File: src/usb_irq_pkg.sv
package usb_irq_pkg;

    // ************************************************************
    // register map (byte addresses on the apb side)
    // ************************************************************
    localparam int          ADDR_W        = 8;
    localparam logic [7:0]  IE_OFS        = 8'h00;  // interrupt_source_enable
    localparam logic [7:0]  MODE_OFS      = 8'h04;  // global enable and selects
    localparam logic [7:0]  STAT_OFS      = 8'h08;  // sticky event status
    localparam logic [7:0]  CLR_OFS       = 8'h0C;  // write-one-to-clear

    // ************************************************************
    // enable register layout and reset values
    // ************************************************************
    localparam logic [31:0] IE_VALID      = 32'h03FF_FDFF; // 31:26, 9 reserved
    localparam logic [31:0] IE_RESET      = 32'h0000_0000;
    localparam logic [31:0] BRST_KEEP     = 32'h0000_0001; // survives bus reset
    localparam int          BRST_BIT      = 0;  // bus_reset_irq_en
    localparam int          SOF_BIT       = 1;  // frame_start_irq_en
    localparam int          PSOF_BIT      = 2;  // pseudo_frame_start_irq_en
    localparam int          SUSP_BIT      = 3;  // suspend_irq_en
    localparam int          RESM_BIT      = 4;  // resume_irq_en
    localparam int          HSCHG_BIT     = 5;  // highspeed_change_irq_en
    localparam int          DMA_BIT       = 6;  // dma_change_irq_en
    localparam int          SUPPLY_BIT    = 7;  // supply_sense_irq_en
    localparam int          SETUP_BIT     = 8;  // ctrl_setup_rx_irq_en
    localparam int          BUS_EV_W      = 9;  // bus event inputs 8:0
    localparam int          EP_BASE_BIT   = 10; // ep n rx at 10+2n, tx at 11+2n
    localparam int          EP_NUM_W      = 3;

    // ************************************************************
    // mode register: handshake selects and global enable
    // ************************************************************
    localparam int          SEL_ACK       = 0;  // select bit: ack raises event
    localparam int          SEL_NAK       = 1;  // select bit: nak raises event

    typedef struct packed {
        logic [1:0] out_ep_handshake_irq_select;
        logic [1:0] in_ep_handshake_irq_select;
        logic [1:0] control_ep_handshake_irq_select;
        logic       global_irq_en;
    } mode_t;

    localparam mode_t       MODE_RESET    = 7'h2A; // ack only, global off

    // one-hot enable bit of endpoint ep, tx side when tx is set
    function automatic logic [31:0] ep_event_bit(
        input logic [EP_NUM_W-1:0] ep,
        input logic                tx
    );
        ep_event_bit = 32'h0000_0001 << (EP_BASE_BIT + 2 * int'(ep) + int'(tx));
    endfunction

endpackage

File: src/hs_if.sv
`timescale 1ns/1ps
// ************************************************************
// handshake path between register block and qualifier
// ************************************************************
interface hs_if;
    logic        valid;       // one handshake seen, one-cycle pulse
    logic        ack;         // 1 = ack, 0 = nak
    logic        tx;          // in transaction (transmit buffer)
    logic        setup;       // setup transaction on endpoint 0
    logic [2:0]  ep;          // endpoint number
    logic [6:0]  mode;        // packed mode_t from the register block
    logic [31:0] ep_events;   // qualified endpoint events, registered

    modport regs (output valid, ack, tx, setup, ep, mode, input ep_events);
    modport qual (input valid, ack, tx, setup, ep, mode, output ep_events);
endinterface // hs_if

File: src/hs_qualifier.sv
`timescale 1ns/1ps
module hs_qualifier
    import usb_irq_pkg::*;
(
    input  wire logic pclk,
    input  wire logic presetn,
    hs_if.qual        h
);

    // ************************************************************
    // state
    // ************************************************************
    typedef struct packed {
        logic [31:0] ev;   // one-cycle endpoint event vector
    } qual_state_t;

    qual_state_t s_q;      // registered state
    qual_state_t s_d;      // next state
    mode_t       mode;     // decoded mode view
    logic [1:0]  sel;      // select that governs this handshake
    logic        hit;      // handshake passes its select

    assign mode = mode_t'(h.mode);

    // pick select, qualify, build one-hot event
    always_comb begin
        s_d = '0;
        if (h.ep == '0) begin
            sel = mode.control_ep_handshake_irq_select;
        end else if (h.tx) begin
            sel = mode.in_ep_handshake_irq_select;
        end else begin
            sel = mode.out_ep_handshake_irq_select;
        end
        hit = h.valid && (h.ack ? sel[SEL_ACK] : sel[SEL_NAK]);
        if (hit) begin
            // setup handshakes count as control out traffic
            s_d.ev = ep_event_bit(h.ep, h.tx && !h.setup);
        end
    end

    // register the event vector
    always_ff @(posedge pclk or negedge presetn) begin
        if (!presetn) begin
            s_q <= '0;
        end else begin
            s_q <= s_d;
        end
    end

    assign h.ep_events = s_q.ev;
endmodule // hs_qualifier

File: src/usb_interrupt_enable_mask.sv
`timescale 1ns/1ps
// Contract
// - ack or nak handshakes raise endpoint events
// - in data handshakes use in select
// - out data handshakes use out select
// - endpoint 0 handshakes use control select
// - each bus event source enabled independently
// - bus reset clears enables except bus-reset
// - 32-bit enable, reset zero, reserved 31:26,9
// - data endpoint n: rx 10+2n, tx 11+2n
// - bit 11 control in, 10 control out
// - bit 8 enables setup received
// - bit 7 supply sense, 6 dma
// - bit 5 speed change, 4 resume
// - bit 3 suspend, 2 pseudo frame
// - bit 1 frame start, 0 bus reset
// - global enable low suppresses every interrupt
module usb_interrupt_enable_mask
    import usb_irq_pkg::*;
(
    input  wire logic                            pclk,
    input  wire logic                            presetn,
    input  wire logic                            psel,
    input  wire logic                            penable,
    input  wire logic                            pwrite,
    input  wire logic [usb_irq_pkg::ADDR_W-1:0]  paddr,
    input  wire logic [31:0]                     pwdata,
    output logic      [31:0]                     prdata,
    output logic                                 pready,
    output logic                                 pslverr,
    input  wire logic                            hs_valid,
    input  wire logic                            hs_ack,
    input  wire logic                            hs_tx,
    input  wire logic                            hs_setup,
    input  wire logic [usb_irq_pkg::EP_NUM_W-1:0] hs_ep,
    input  wire logic [usb_irq_pkg::BUS_EV_W-1:0] bus_events,
    output logic                                 irq
);

    import usb_irq_pkg::*;

    // ************************************************************
    // types and state
    // ************************************************************

    // apb slave phases
    typedef enum logic [0:0] {
        ST_IDLE   = 1'b0,   // waiting for a setup cycle
        ST_ACCESS = 1'b1    // answer presented, waiting for penable
    } apb_st_t;

    // every flop of the block but the qualifier's event register lives here
    typedef struct packed {
        apb_st_t     st;     // bus phase
        logic        rdy;    // pready
        logic        err;    // pslverr
        logic [31:0] rdata;  // prdata
        logic [31:0] ie;     // interrupt_source_enable
        logic [31:0] stat;   // sticky event flags
        mode_t       mode;   // global enable and handshake selects
        logic        irq;    // interrupt line
    } top_state_t;

    top_state_t  s_q;        // registered state
    top_state_t  s_d;        // next state

    // ************************************************************
    // handshake qualifier
    // ************************************************************

    // ep_events comes back registered, one edge behind the handshake
    hs_if hs ();             // link to the qualifier

    // the engine runs on pclk, so no synchroniser here
    assign hs.valid = hs_valid;
    assign hs.ack   = hs_ack;
    assign hs.tx    = hs_tx;
    assign hs.setup = hs_setup;
    assign hs.ep    = hs_ep;
    assign hs.mode  = s_q.mode;

    hs_qualifier u_qual (
        .pclk    (pclk),
        .presetn (presetn),
        .h       (hs)
    );

    // ************************************************************
    // event vector
    // ************************************************************

    logic [31:0] ev_all;     // every event of this cycle
    logic        bus_rst;    // usb bus reset seen

    // bus events land on their own enable positions
    always_comb begin
        ev_all = hs.ep_events;
        ev_all[SETUP_BIT]  = bus_events[SETUP_BIT];
        ev_all[SUPPLY_BIT] = bus_events[SUPPLY_BIT];
        ev_all[DMA_BIT]    = bus_events[DMA_BIT];
        ev_all[HSCHG_BIT]  = bus_events[HSCHG_BIT];
        ev_all[RESM_BIT]   = bus_events[RESM_BIT];
        ev_all[SUSP_BIT]   = bus_events[SUSP_BIT];
        ev_all[PSOF_BIT]   = bus_events[PSOF_BIT];
        ev_all[SOF_BIT]    = bus_events[SOF_BIT];
        ev_all[BRST_BIT]   = bus_events[BRST_BIT];
        // reserved positions never flag
        ev_all = ev_all & IE_VALID;
    end

    // a bus reset also flags, so firmware can see why enables vanished
    assign bus_rst = bus_events[BRST_BIT];

    // ************************************************************
    // apb decode
    // ************************************************************

    logic        setup_ph;   // setup cycle of a transfer
    logic        done;       // access completes at this edge
    logic        wr;         // write takes effect at this edge
    logic        mapped;     // address hits a register
    logic [31:0] rd_mux;     // read value for the setup address

    // the master holds address and data through the access phase,
    // so the write decode may look at them at the completing edge
    assign setup_ph = psel && !penable;
    assign done     = (s_q.st == ST_ACCESS) && psel && penable && s_q.rdy;
    assign wr       = done && pwrite;

    // read mux, unmapped and write-only read as zero
    always_comb begin
        mapped = 1'b1;
        rd_mux = '0;
        unique case (paddr)
            IE_OFS: begin
                rd_mux = s_q.ie & IE_VALID;
            end
            MODE_OFS: begin
                rd_mux = {25'h0, s_q.mode};
            end
            STAT_OFS: begin
                rd_mux = s_q.stat;
            end
            CLR_OFS: begin
                rd_mux = '0;
            end
            default: begin
                mapped = 1'b0;
            end
        endcase
    end

    // ************************************************************
    // next state
    // ************************************************************

    // one process carries bus, mask, flags and the line
    always_comb begin
        s_d = s_q;

        // bus phase: answer is ready one cycle after setup,
        // so every transfer has zero wait states
        unique case (s_q.st)
            ST_IDLE: begin
                if (setup_ph) begin
                    s_d.st    = ST_ACCESS;
                    s_d.rdy   = 1'b1;
                    s_d.err   = !mapped;
                    s_d.rdata = pwrite ? 32'h0000_0000 : rd_mux;
                end
            end
            ST_ACCESS: begin
                if (done) begin
                    s_d.st  = ST_IDLE;
                    s_d.rdy = 1'b0;
                    s_d.err = 1'b0;
                    // read data stands only with pready
                    s_d.rdata = 32'h0000_0000;
                end
            end
        endcase

        // software writes; status is read-only
        if (wr) begin
            unique case (paddr)
                IE_OFS: begin
                    // each source has its own bit
                    s_d.ie = pwdata & IE_VALID;
                end
                MODE_OFS: begin
                    s_d.mode = mode_t'(pwdata[6:0]);
                end
                default: begin
                end
            endcase
        end

        // a bus reset wins over a same-cycle write, so firmware
        // cannot re-arm a source the reset just dropped
        if (bus_rst) begin
            s_d.ie = s_d.ie & BRST_KEEP;
        end

        // sticky flags: a new event beats a same-cycle clear
        s_d.stat = s_q.stat;
        if (wr && paddr == CLR_OFS) begin
            s_d.stat = s_d.stat & ~pwdata;
        end
        s_d.stat = s_d.stat | ev_all;

        // one flop stage: irq trails the flag by a cycle, glitch free
        // line needs a flag, its enable and the global bit
        s_d.irq = s_q.mode.global_irq_en
                  && |(s_q.stat & s_q.ie);
    end

    // ************************************************************
    // registers
    // ************************************************************

    // hardware reset clears all enables
    always_ff @(posedge pclk or negedge presetn) begin
        if (!presetn) begin
            s_q.st    <= ST_IDLE;
            s_q.rdy   <= 1'b0;
            s_q.err   <= 1'b0;
            s_q.rdata <= 32'h0000_0000;
            s_q.ie    <= IE_RESET;
            s_q.stat  <= 32'h0000_0000;
            s_q.mode  <= MODE_RESET;
            s_q.irq   <= 1'b0;
        end else begin
            s_q <= s_d;
        end
    end

    // mode comes up with ack-only selects and the global bit off
    // outputs straight from flops
    assign prdata  = s_q.rdata;
    assign pready  = s_q.rdy;
    assign pslverr = s_q.err;
    assign irq     = s_q.irq;
endmodule // usb_interrupt_enable_mask

File: config.mk
export PLATFORM = sky130hd
export DESIGN_NAME = usb_interrupt_enable_mask
export DESIGN_NICKNAME = d
export VERILOG_FILES = /design/src/usb_irq_pkg.sv /design/src/hs_if.sv /design/src/hs_qualifier.sv /design/src/usb_interrupt_enable_mask.sv
export SDC_FILE = /design/constraint.sdc
export NUM_CORES = 1
export LEC_CHECK = 0
export ABC_AREA = 1
export BUFFER_PORTS_ARGS = -buffer_cell sky130_fd_sc_hd__buf_4
export CELL_PAD_IN_SITES_DETAIL_PLACEMENT = 0
export CELL_PAD_IN_SITES_GLOBAL_PLACEMENT = 1
export CORE_ASPECT_RATIO = 1.2
export CORE_MARGIN = 2
export CORE_UTILIZATION = 39
export DETAILED_ROUTE_END_ITERATION = 8
export PLACE_DENSITY_LB_ADDON = 0.1
export SYNTH_ARGS = -nofsm -noshare
export SYNTH_HDL_FRONTEND = slang
export SYNTH_HIERARCHICAL = 1
export SYNTH_SLANG_ARGS = --single-unit
File: constraint.sdc
create_clock -name pclk -period 1.2 [get_ports pclk]
set_input_delay 0.06 -clock pclk [delete_from_list [all_inputs] [get_ports pclk]]
set_output_delay 0.06 -clock pclk [all_outputs]
set_load 0.02 [all_outputs]
==> results of run 1 <==
[repair_timing]
item,in CTS,in global routing
cloned,2,0
buffers inserted,3,2
gates resized for setup,26,13
endpoints found under the hold margin,179,1
endpoints found under the setup margin,113,115
pin swaps,2,1
[report_power, final]
part | internal (W) | switching (W) | leakage, nW
logic | 0.000477 | 0.000489 | 2.52
clock network | 0.00374 | 0.00180 | 0.306
registers | 0.00402 | 0.0000696 | 1.50
total | 0.00824 | 0.00235 | 4.34
[final timing paths]
check | startpoint | to | cells past startpoint
worst min-delay path | psel | s_q[106]$_DFF_PN0_ | 4
worst max-delay path | pready$_DFFE_PN0P_ | s_q[52]$_DFFE_PN0P_ | 9
worst max register to register | pready$_DFFE_PN0P_ | s_q[52]$_DFFE_PN0P_ | 9
worst min register to register | u_qual/h.ep_events[11]$_DFF_PN0_ | s_q[19]$_DFF_PN0_ | 1
max in group asynchronous | presetn | pready$_DFFE_PN0P_ | 3
min in group asynchronous | presetn | s_q[34]$_DFFE_PN0N_ | 2
[per-layer routing]
metal  GRT usage (%)  routed length (microns)
met1            30.7                     7810
met2            35.9                     8160
met3            4.11                      700
met4            6.02                      157
met5               0                        0
[layout make-up]
| class | instances | area, sq um | area share (%) |
|---|---|---|---|
| flip-flops and latches | 116 | 2910 | 34.6 |
| inverters | 60 | 225 | 2.68 |
| well taps | 204 | 255 | 3.04 |
| multi-input cells | 490 | 2530 | 30.1 |
| clock buffers | 20 | 447 | 5.32 |
| repair buffers | 210 | 1830 | 21.8 |
| clock inverters | 12 | 204 | 2.43 |
[worst max-delay path, cell delays in order (launching register included)]
cell and delay, ns:
dfrtp_2 0.36, nand2_2 0.05, inv_2 0.07, nand3_4 0.09
nor2_8 0.18, nand2_4 0.11, nor2_8 0.13, buf_12 0.15
nand2_1 0.06, nand2_1 0.06
[sequential cells by signal, summed over array words and instances, names as in the netlist]
name                cells
hs.mode                 7
irq                     1
prdata                 32
pready                  1
pslverr                 1
s_q                    58
u_qual/h.ep_events     16
[metrics by stage]
| step | area, sq um | cells |
|---|---|---|
| 3_5_place_dp | 7120 | 1030 |
| 6_report | 8400 | 1112 |
| 2_1_floorplan | 5940 | 727 |
| 5_1_grt | 8400 | 1112 |
| 4_1_cts | 8350 | 1111 |
| 3_3_place_gp | 7120 | 1030 |
==> metrics.md, run 1 <==
| Metric | Value |
|---|---|
| Peak VDD IR | `671 uV` |
| Crit path max fanout | `15` |
| Root cell of the clock tree | `clkbuf_16` |
| Area added between synthesis and finish | `42.0%` |
| Req. time, crit path | `1.55 ns` |
| DR iter-0 viols | `308` |
| Row count | `49` |
| Slew headroom | `71.6%` |
| Final critical-path setup slack | `-0.152 ns` |
| Setup TNS Final | `-8.17 ns` |
| Fmax | `0.740 GHz` |
| Die width | `116 microns` |
| DRT Pass-1 Iters | `5` |
| Via count | `5,331` |
| Leak pwr | `4.34 nW` |
| Dpl ws | `-0.200 ns` |
| Fin crit period | `1.35 ns` |
| Worst-path clk slew | `0.05 ns` |
| First-pass GRT wire length | `27,700 microns` |
| Cell Pwr Density | `1260 nW/um^2` |
| Routed wire per std cell | `15.1 microns` |
| Area of the die | `16,200 sq um` |
| Final period util | `113%` |
| Die Y | `139 microns` |
| Final hold vios | `1` |
| Final core occ | `56.4%` |
| Clock Tree Buf Depth | `2` |
| Number of buffers created by CTS | `17` |
| Max Transition Viols Final | `0` |
| Slew @ Worst Pin | `0.426 ns` |
| Largest net degree at the start of global routing | `53` |
| CTS H-Tree Depth | `4` |
| CORE AREA | `14,900 sq um` |
| Post-DP HPWL | `11,500 microns` |
| Fin nets | `958` |
| Outcome | `finished with violations` |
| CTS tree | `built` |
| Sink Count | `116` |
| Syn Area/Cell | `8.14 sq um` |
| IO Port Bufs | `95` |
| Worst Setup Start Kind | `flop` |
| Syn nets | `790` |
| CTS Hold Bufs | `44` |
| Vias in the first global route | `5,345` |
| Ant diodes | `0` |
| Worst-Skew Late Latency | `0.42 ns` |
| Crit end category | `flop` |
| Global placement routability congestion | `0.820` |
| Synthesized area | `5910 sq um` |
| Commonest non-fill, non-tap cells in the layout | `nand2_1, buf_4, dfrtp_1` |
| Violated checks | `negative hold slack, negative setup slack` |
| DR vias/cell | `4.79` |
| Post-Syn Instances | `727` |
| GRT Residual Overflow | `0` |
| Total power | `0.0106 W` |
| Critical Path AT | `1.70 ns` |
| Post-Route WL | `16,800 microns` |
| Final setup vio count | `111` |
| RSZ-0062 raised after global routing | `yes` |
| Fill cell count | `1,408` |
| GRT Util Overall | `22.3%` |
| Worst hold slack | `-0.0392 ns` |
| Hold Path Class | `in2reg` |
| I/O Pins | `96` |
| Yosys warnings | `6` |
| Total of max-cap violations | `0` |
| Commonest non-fill, non-tap cell in the layout | `nand2_1` |
| DRT antenna net count | `0` |
| Register-to-register setup slack | `-0.15 ns` |
| Clock Skews | `0.0130 ns` |
| Antenna violations before repair | `0` |
| # DRC | `0` |
| Share of cells above drive strength 1 | `28.0%` |
| Initial Utilization | `39.7%` |
| WS Path Type | `reg2reg` |
Power figures use the tool's default switching activity.
==> run 2, diff against run 1 <==
--- a/config.mk
+++ b/config.mk
@@ -10,7 +10,6 @@
 export CELL_PAD_IN_SITES_DETAIL_PLACEMENT = 0
 export CELL_PAD_IN_SITES_GLOBAL_PLACEMENT = 1
 export CORE_ASPECT_RATIO = 1.2
-export CORE_MARGIN = 2
 export CORE_UTILIZATION = 39
 export DETAILED_ROUTE_END_ITERATION = 8
 export PLACE_DENSITY_LB_ADDON = 0.1
==> run 2 against run 1 <==
  * The run ends with negative setup slack left
  * Final area rose by 0.57%
  * Sequential power hardly changed
  * Cell count is 0.63% lower
  * Sequential share of layout area is 0.19 points lower
  * First-iteration DRC count down 6.2%
  * Clock power down 2%
  * Via count rose by 0.92%
  * Largest cell class unchanged
  * Largest power group unchanged
==> metrics.md, run 2 (synthesis results as in run 1) <==
| Metric | Value |
|---|---|
| Outcome | `finished with violations` |
| Violated checks | `negative setup slack` |
| WHS Path Cells | `5` |
| CTS H-Tree Depth | `4` |
| Cell Pwr Density | `1240 nW/um^2` |
| Total of max-cap violations | `0` |
| Largest Register | `s_q` |
| Worst Setup Start Kind | `flop` |
| Die Y | `137 microns` |
| Fin crit period | `1.35 ns` |
| Initial Utilization | `40.5%` |
| R2R depth | `8` |
| Psw | `0.00229 W` |
| GRT Util Overall | `22.7%` |
| CP peak stage delay | `0.36 ns` |
| Final hold vios | `0` |
| DR vias/cell | `4.87` |
| Via count | `5,380` |
| Clock power share | `51.9%` |
| Total power | `0.0105 W` |
| I/O Pins | `96` |
| Leak pwr | `4.34 nW` |
| Clock Tree Buf Depth | `2` |
| IO Port Bufs | `95` |
| Max Transition Viols Final | `0` |
| Post-DP HPWL | `11,600 microns` |
| Slew @ Worst Pin | `0.468 ns` |
| Peak VDD IR | `899 uV` |
| Commonest non-fill, non-tap cell in the layout | `nand2_1` |
| Placed cell area | `7120 sq um` |
| Row count | `48` |
| Worst-Skew Late Latency | `0.41 ns` |
| Fin nets | `955` |
| Root cell of the clock tree | `clkbuf_16` |
| Post-Route WL | `16,600 microns` |
| Die width | `114 microns` |
| Final critical-path setup slack | `-0.146 ns` |
| Hold Path Class | `in2reg` |
| First-pass GRT wire length | `26,700 microns` |
| Area of the die | `15,700 sq um` |
| Crit-path cells | `nand2_2 > inv_2 > nand3_4 > nor2_8 > buf_4 > buf_12 > nand3_1 > nand3b_1` |
| Global placement routability congestion | `0.799` |
| WS Path Type | `reg2reg` |
| Sink Count | `116` |
| Critical Path Slowest Stage Cell | `dfrtp_2` |
| Reg power frac | `39.2%` |
| Fill cell count | `1,324` |
| Slew headroom | `68.8%` |
| Ant diodes | `0` |
| Commonest non-fill, non-tap cells in the layout | `nand2_1, buf_4, dfrtp_1` |
| GRT Residual Overflow | `0` |
| CTS tree | `built` |
| Fmax | `0.743 GHz` |
| Routed wire per std cell | `15.0 microns` |
| # DRC | `0` |
| Crit end category | `flop` |
| Final period util | `112%` |
| Clock Skews | `0.00583 ns` |
| Final setup vio count | `105` |
| Crit path max fanout | `15` |
| Req. time, crit path | `1.55 ns` |
| Critical Path AT | `1.69 ns` |
| Worst-path clk slew | `0.05 ns` |
| DRT Pass-1 Iters | `5` |
| DRT antenna net count | `0` |
| Number of buffers created by CTS | `17` |
| Int Pwr | `0.00817 W` |
| DR iter-0 viols | `289` |
| Largest net degree at the start of global routing | `35` |
| CORE AREA | `14,600 sq um` |
| Max reg flops | `58` |
| Post-route cell area | `8440 sq um` |
| Share of cells above drive strength 1 | `28.8%` |
| RSZ-0062 raised after global routing | `yes` |
| Area added between synthesis and finish | `42.8%` |
| Switching Share | `21.9%` |
| Antenna violations before repair | `0` |
| Vias in the first global route | `5,183` |
| Combinational Power Share | `8.9%` |
-- run 2: worst max-delay path, delay by kind of cell, from the launching register on --
family / cells / cell delay [ns]
flip-flops: 1 / 0.36
AND/OR/NAND/NOR: 5 / 0.53
buffers and inverters: 3 / 0.37
-- run 2: metal layers --
metal	routed length, microns	vias up	track usage, %
met2	8070	149	37.5
met5	0	-	0
met3	724	24	4.65
met1	7520	2572	29.5
met4	246	0	7.79
li1	-	2635	-
-- run 2: worst paths after layout --
path	from	to	slack (ns)
worst min register to register	u_qual/h.ep_events[16]$_DFF_PN0_	s_q[24]$_DFF_PN0_	0.43
worst max-delay path	pready$_DFFE_PN0P_	s_q[20]$_DFF_PN0_	-0.15
worst max register to register	pready$_DFFE_PN0P_	s_q[20]$_DFF_PN0_	-0.15
min in group asynchronous	presetn	prdata[27]$_DFFE_PN0P_	0.15
max in group asynchronous	presetn	hs.mode[5]$_DFFE_PN1P_	0.48
worst min-delay path	psel	s_q[106]$_DFF_PN0_	0.05
-- run 2: timing repair --
action                     4_1_cts  5_1_grt
hold endpoints to repair       167        0
hold buffers                    45        0
setup endpoints to repair      112      114
setup buffers                    3        1
resized for setup               41       13
cloned                           2        0
pin swaps                        7        2
-- run 2: power groups by stage --
stage          combinational [W]  sequential (W)  clock [W]
2_1_floorplan           0.000340         0.00415          0
6_report                0.000929         0.00410    0.00543
4_1_cts                 0.000932         0.00410    0.00550
3_5_place_dp            0.000781         0.00417          0
5_1_grt                  0.00102         0.00411    0.00569
3_3_place_gp            0.000765         0.00416          0
-- run 2: per-stage QoR --
step | hold slack (ns) | TNS (ns) | utilization, % | setup WS, ns | instances
5_1_grt | 0.0504 | -16.70 | 57.9 | -0.213 | 1105
6_report | 0.0454 | -8.69 | 57.9 | -0.146 | 1105
4_1_cts | 0.0404 | -8.79 | 57.6 | -0.139 | 1104
3_3_place_gp | 0.0407 | -8.64 | 48.8 | -0.142 | 1022
3_5_place_dp | 0.0479 | -10.17 | 48.8 | -0.160 | 1022
2_1_floorplan | -0.236 | -7.17 | - | -0.151 | 727
-- run 2: cell type report --
class / instances / area (sq um) / share of cell area (%)
clock inverter: 7 / 144 / 1.70
tap: 200 / 250 / 2.96
inverter: 60 / 225 / 2.67
timing repair buffer: 208 / 1870 / 22.2
clock buffer: 25 / 495 / 5.87
sequential: 116 / 2910 / 34.4
multi-input combinational: 489 / 2550 / 30.2
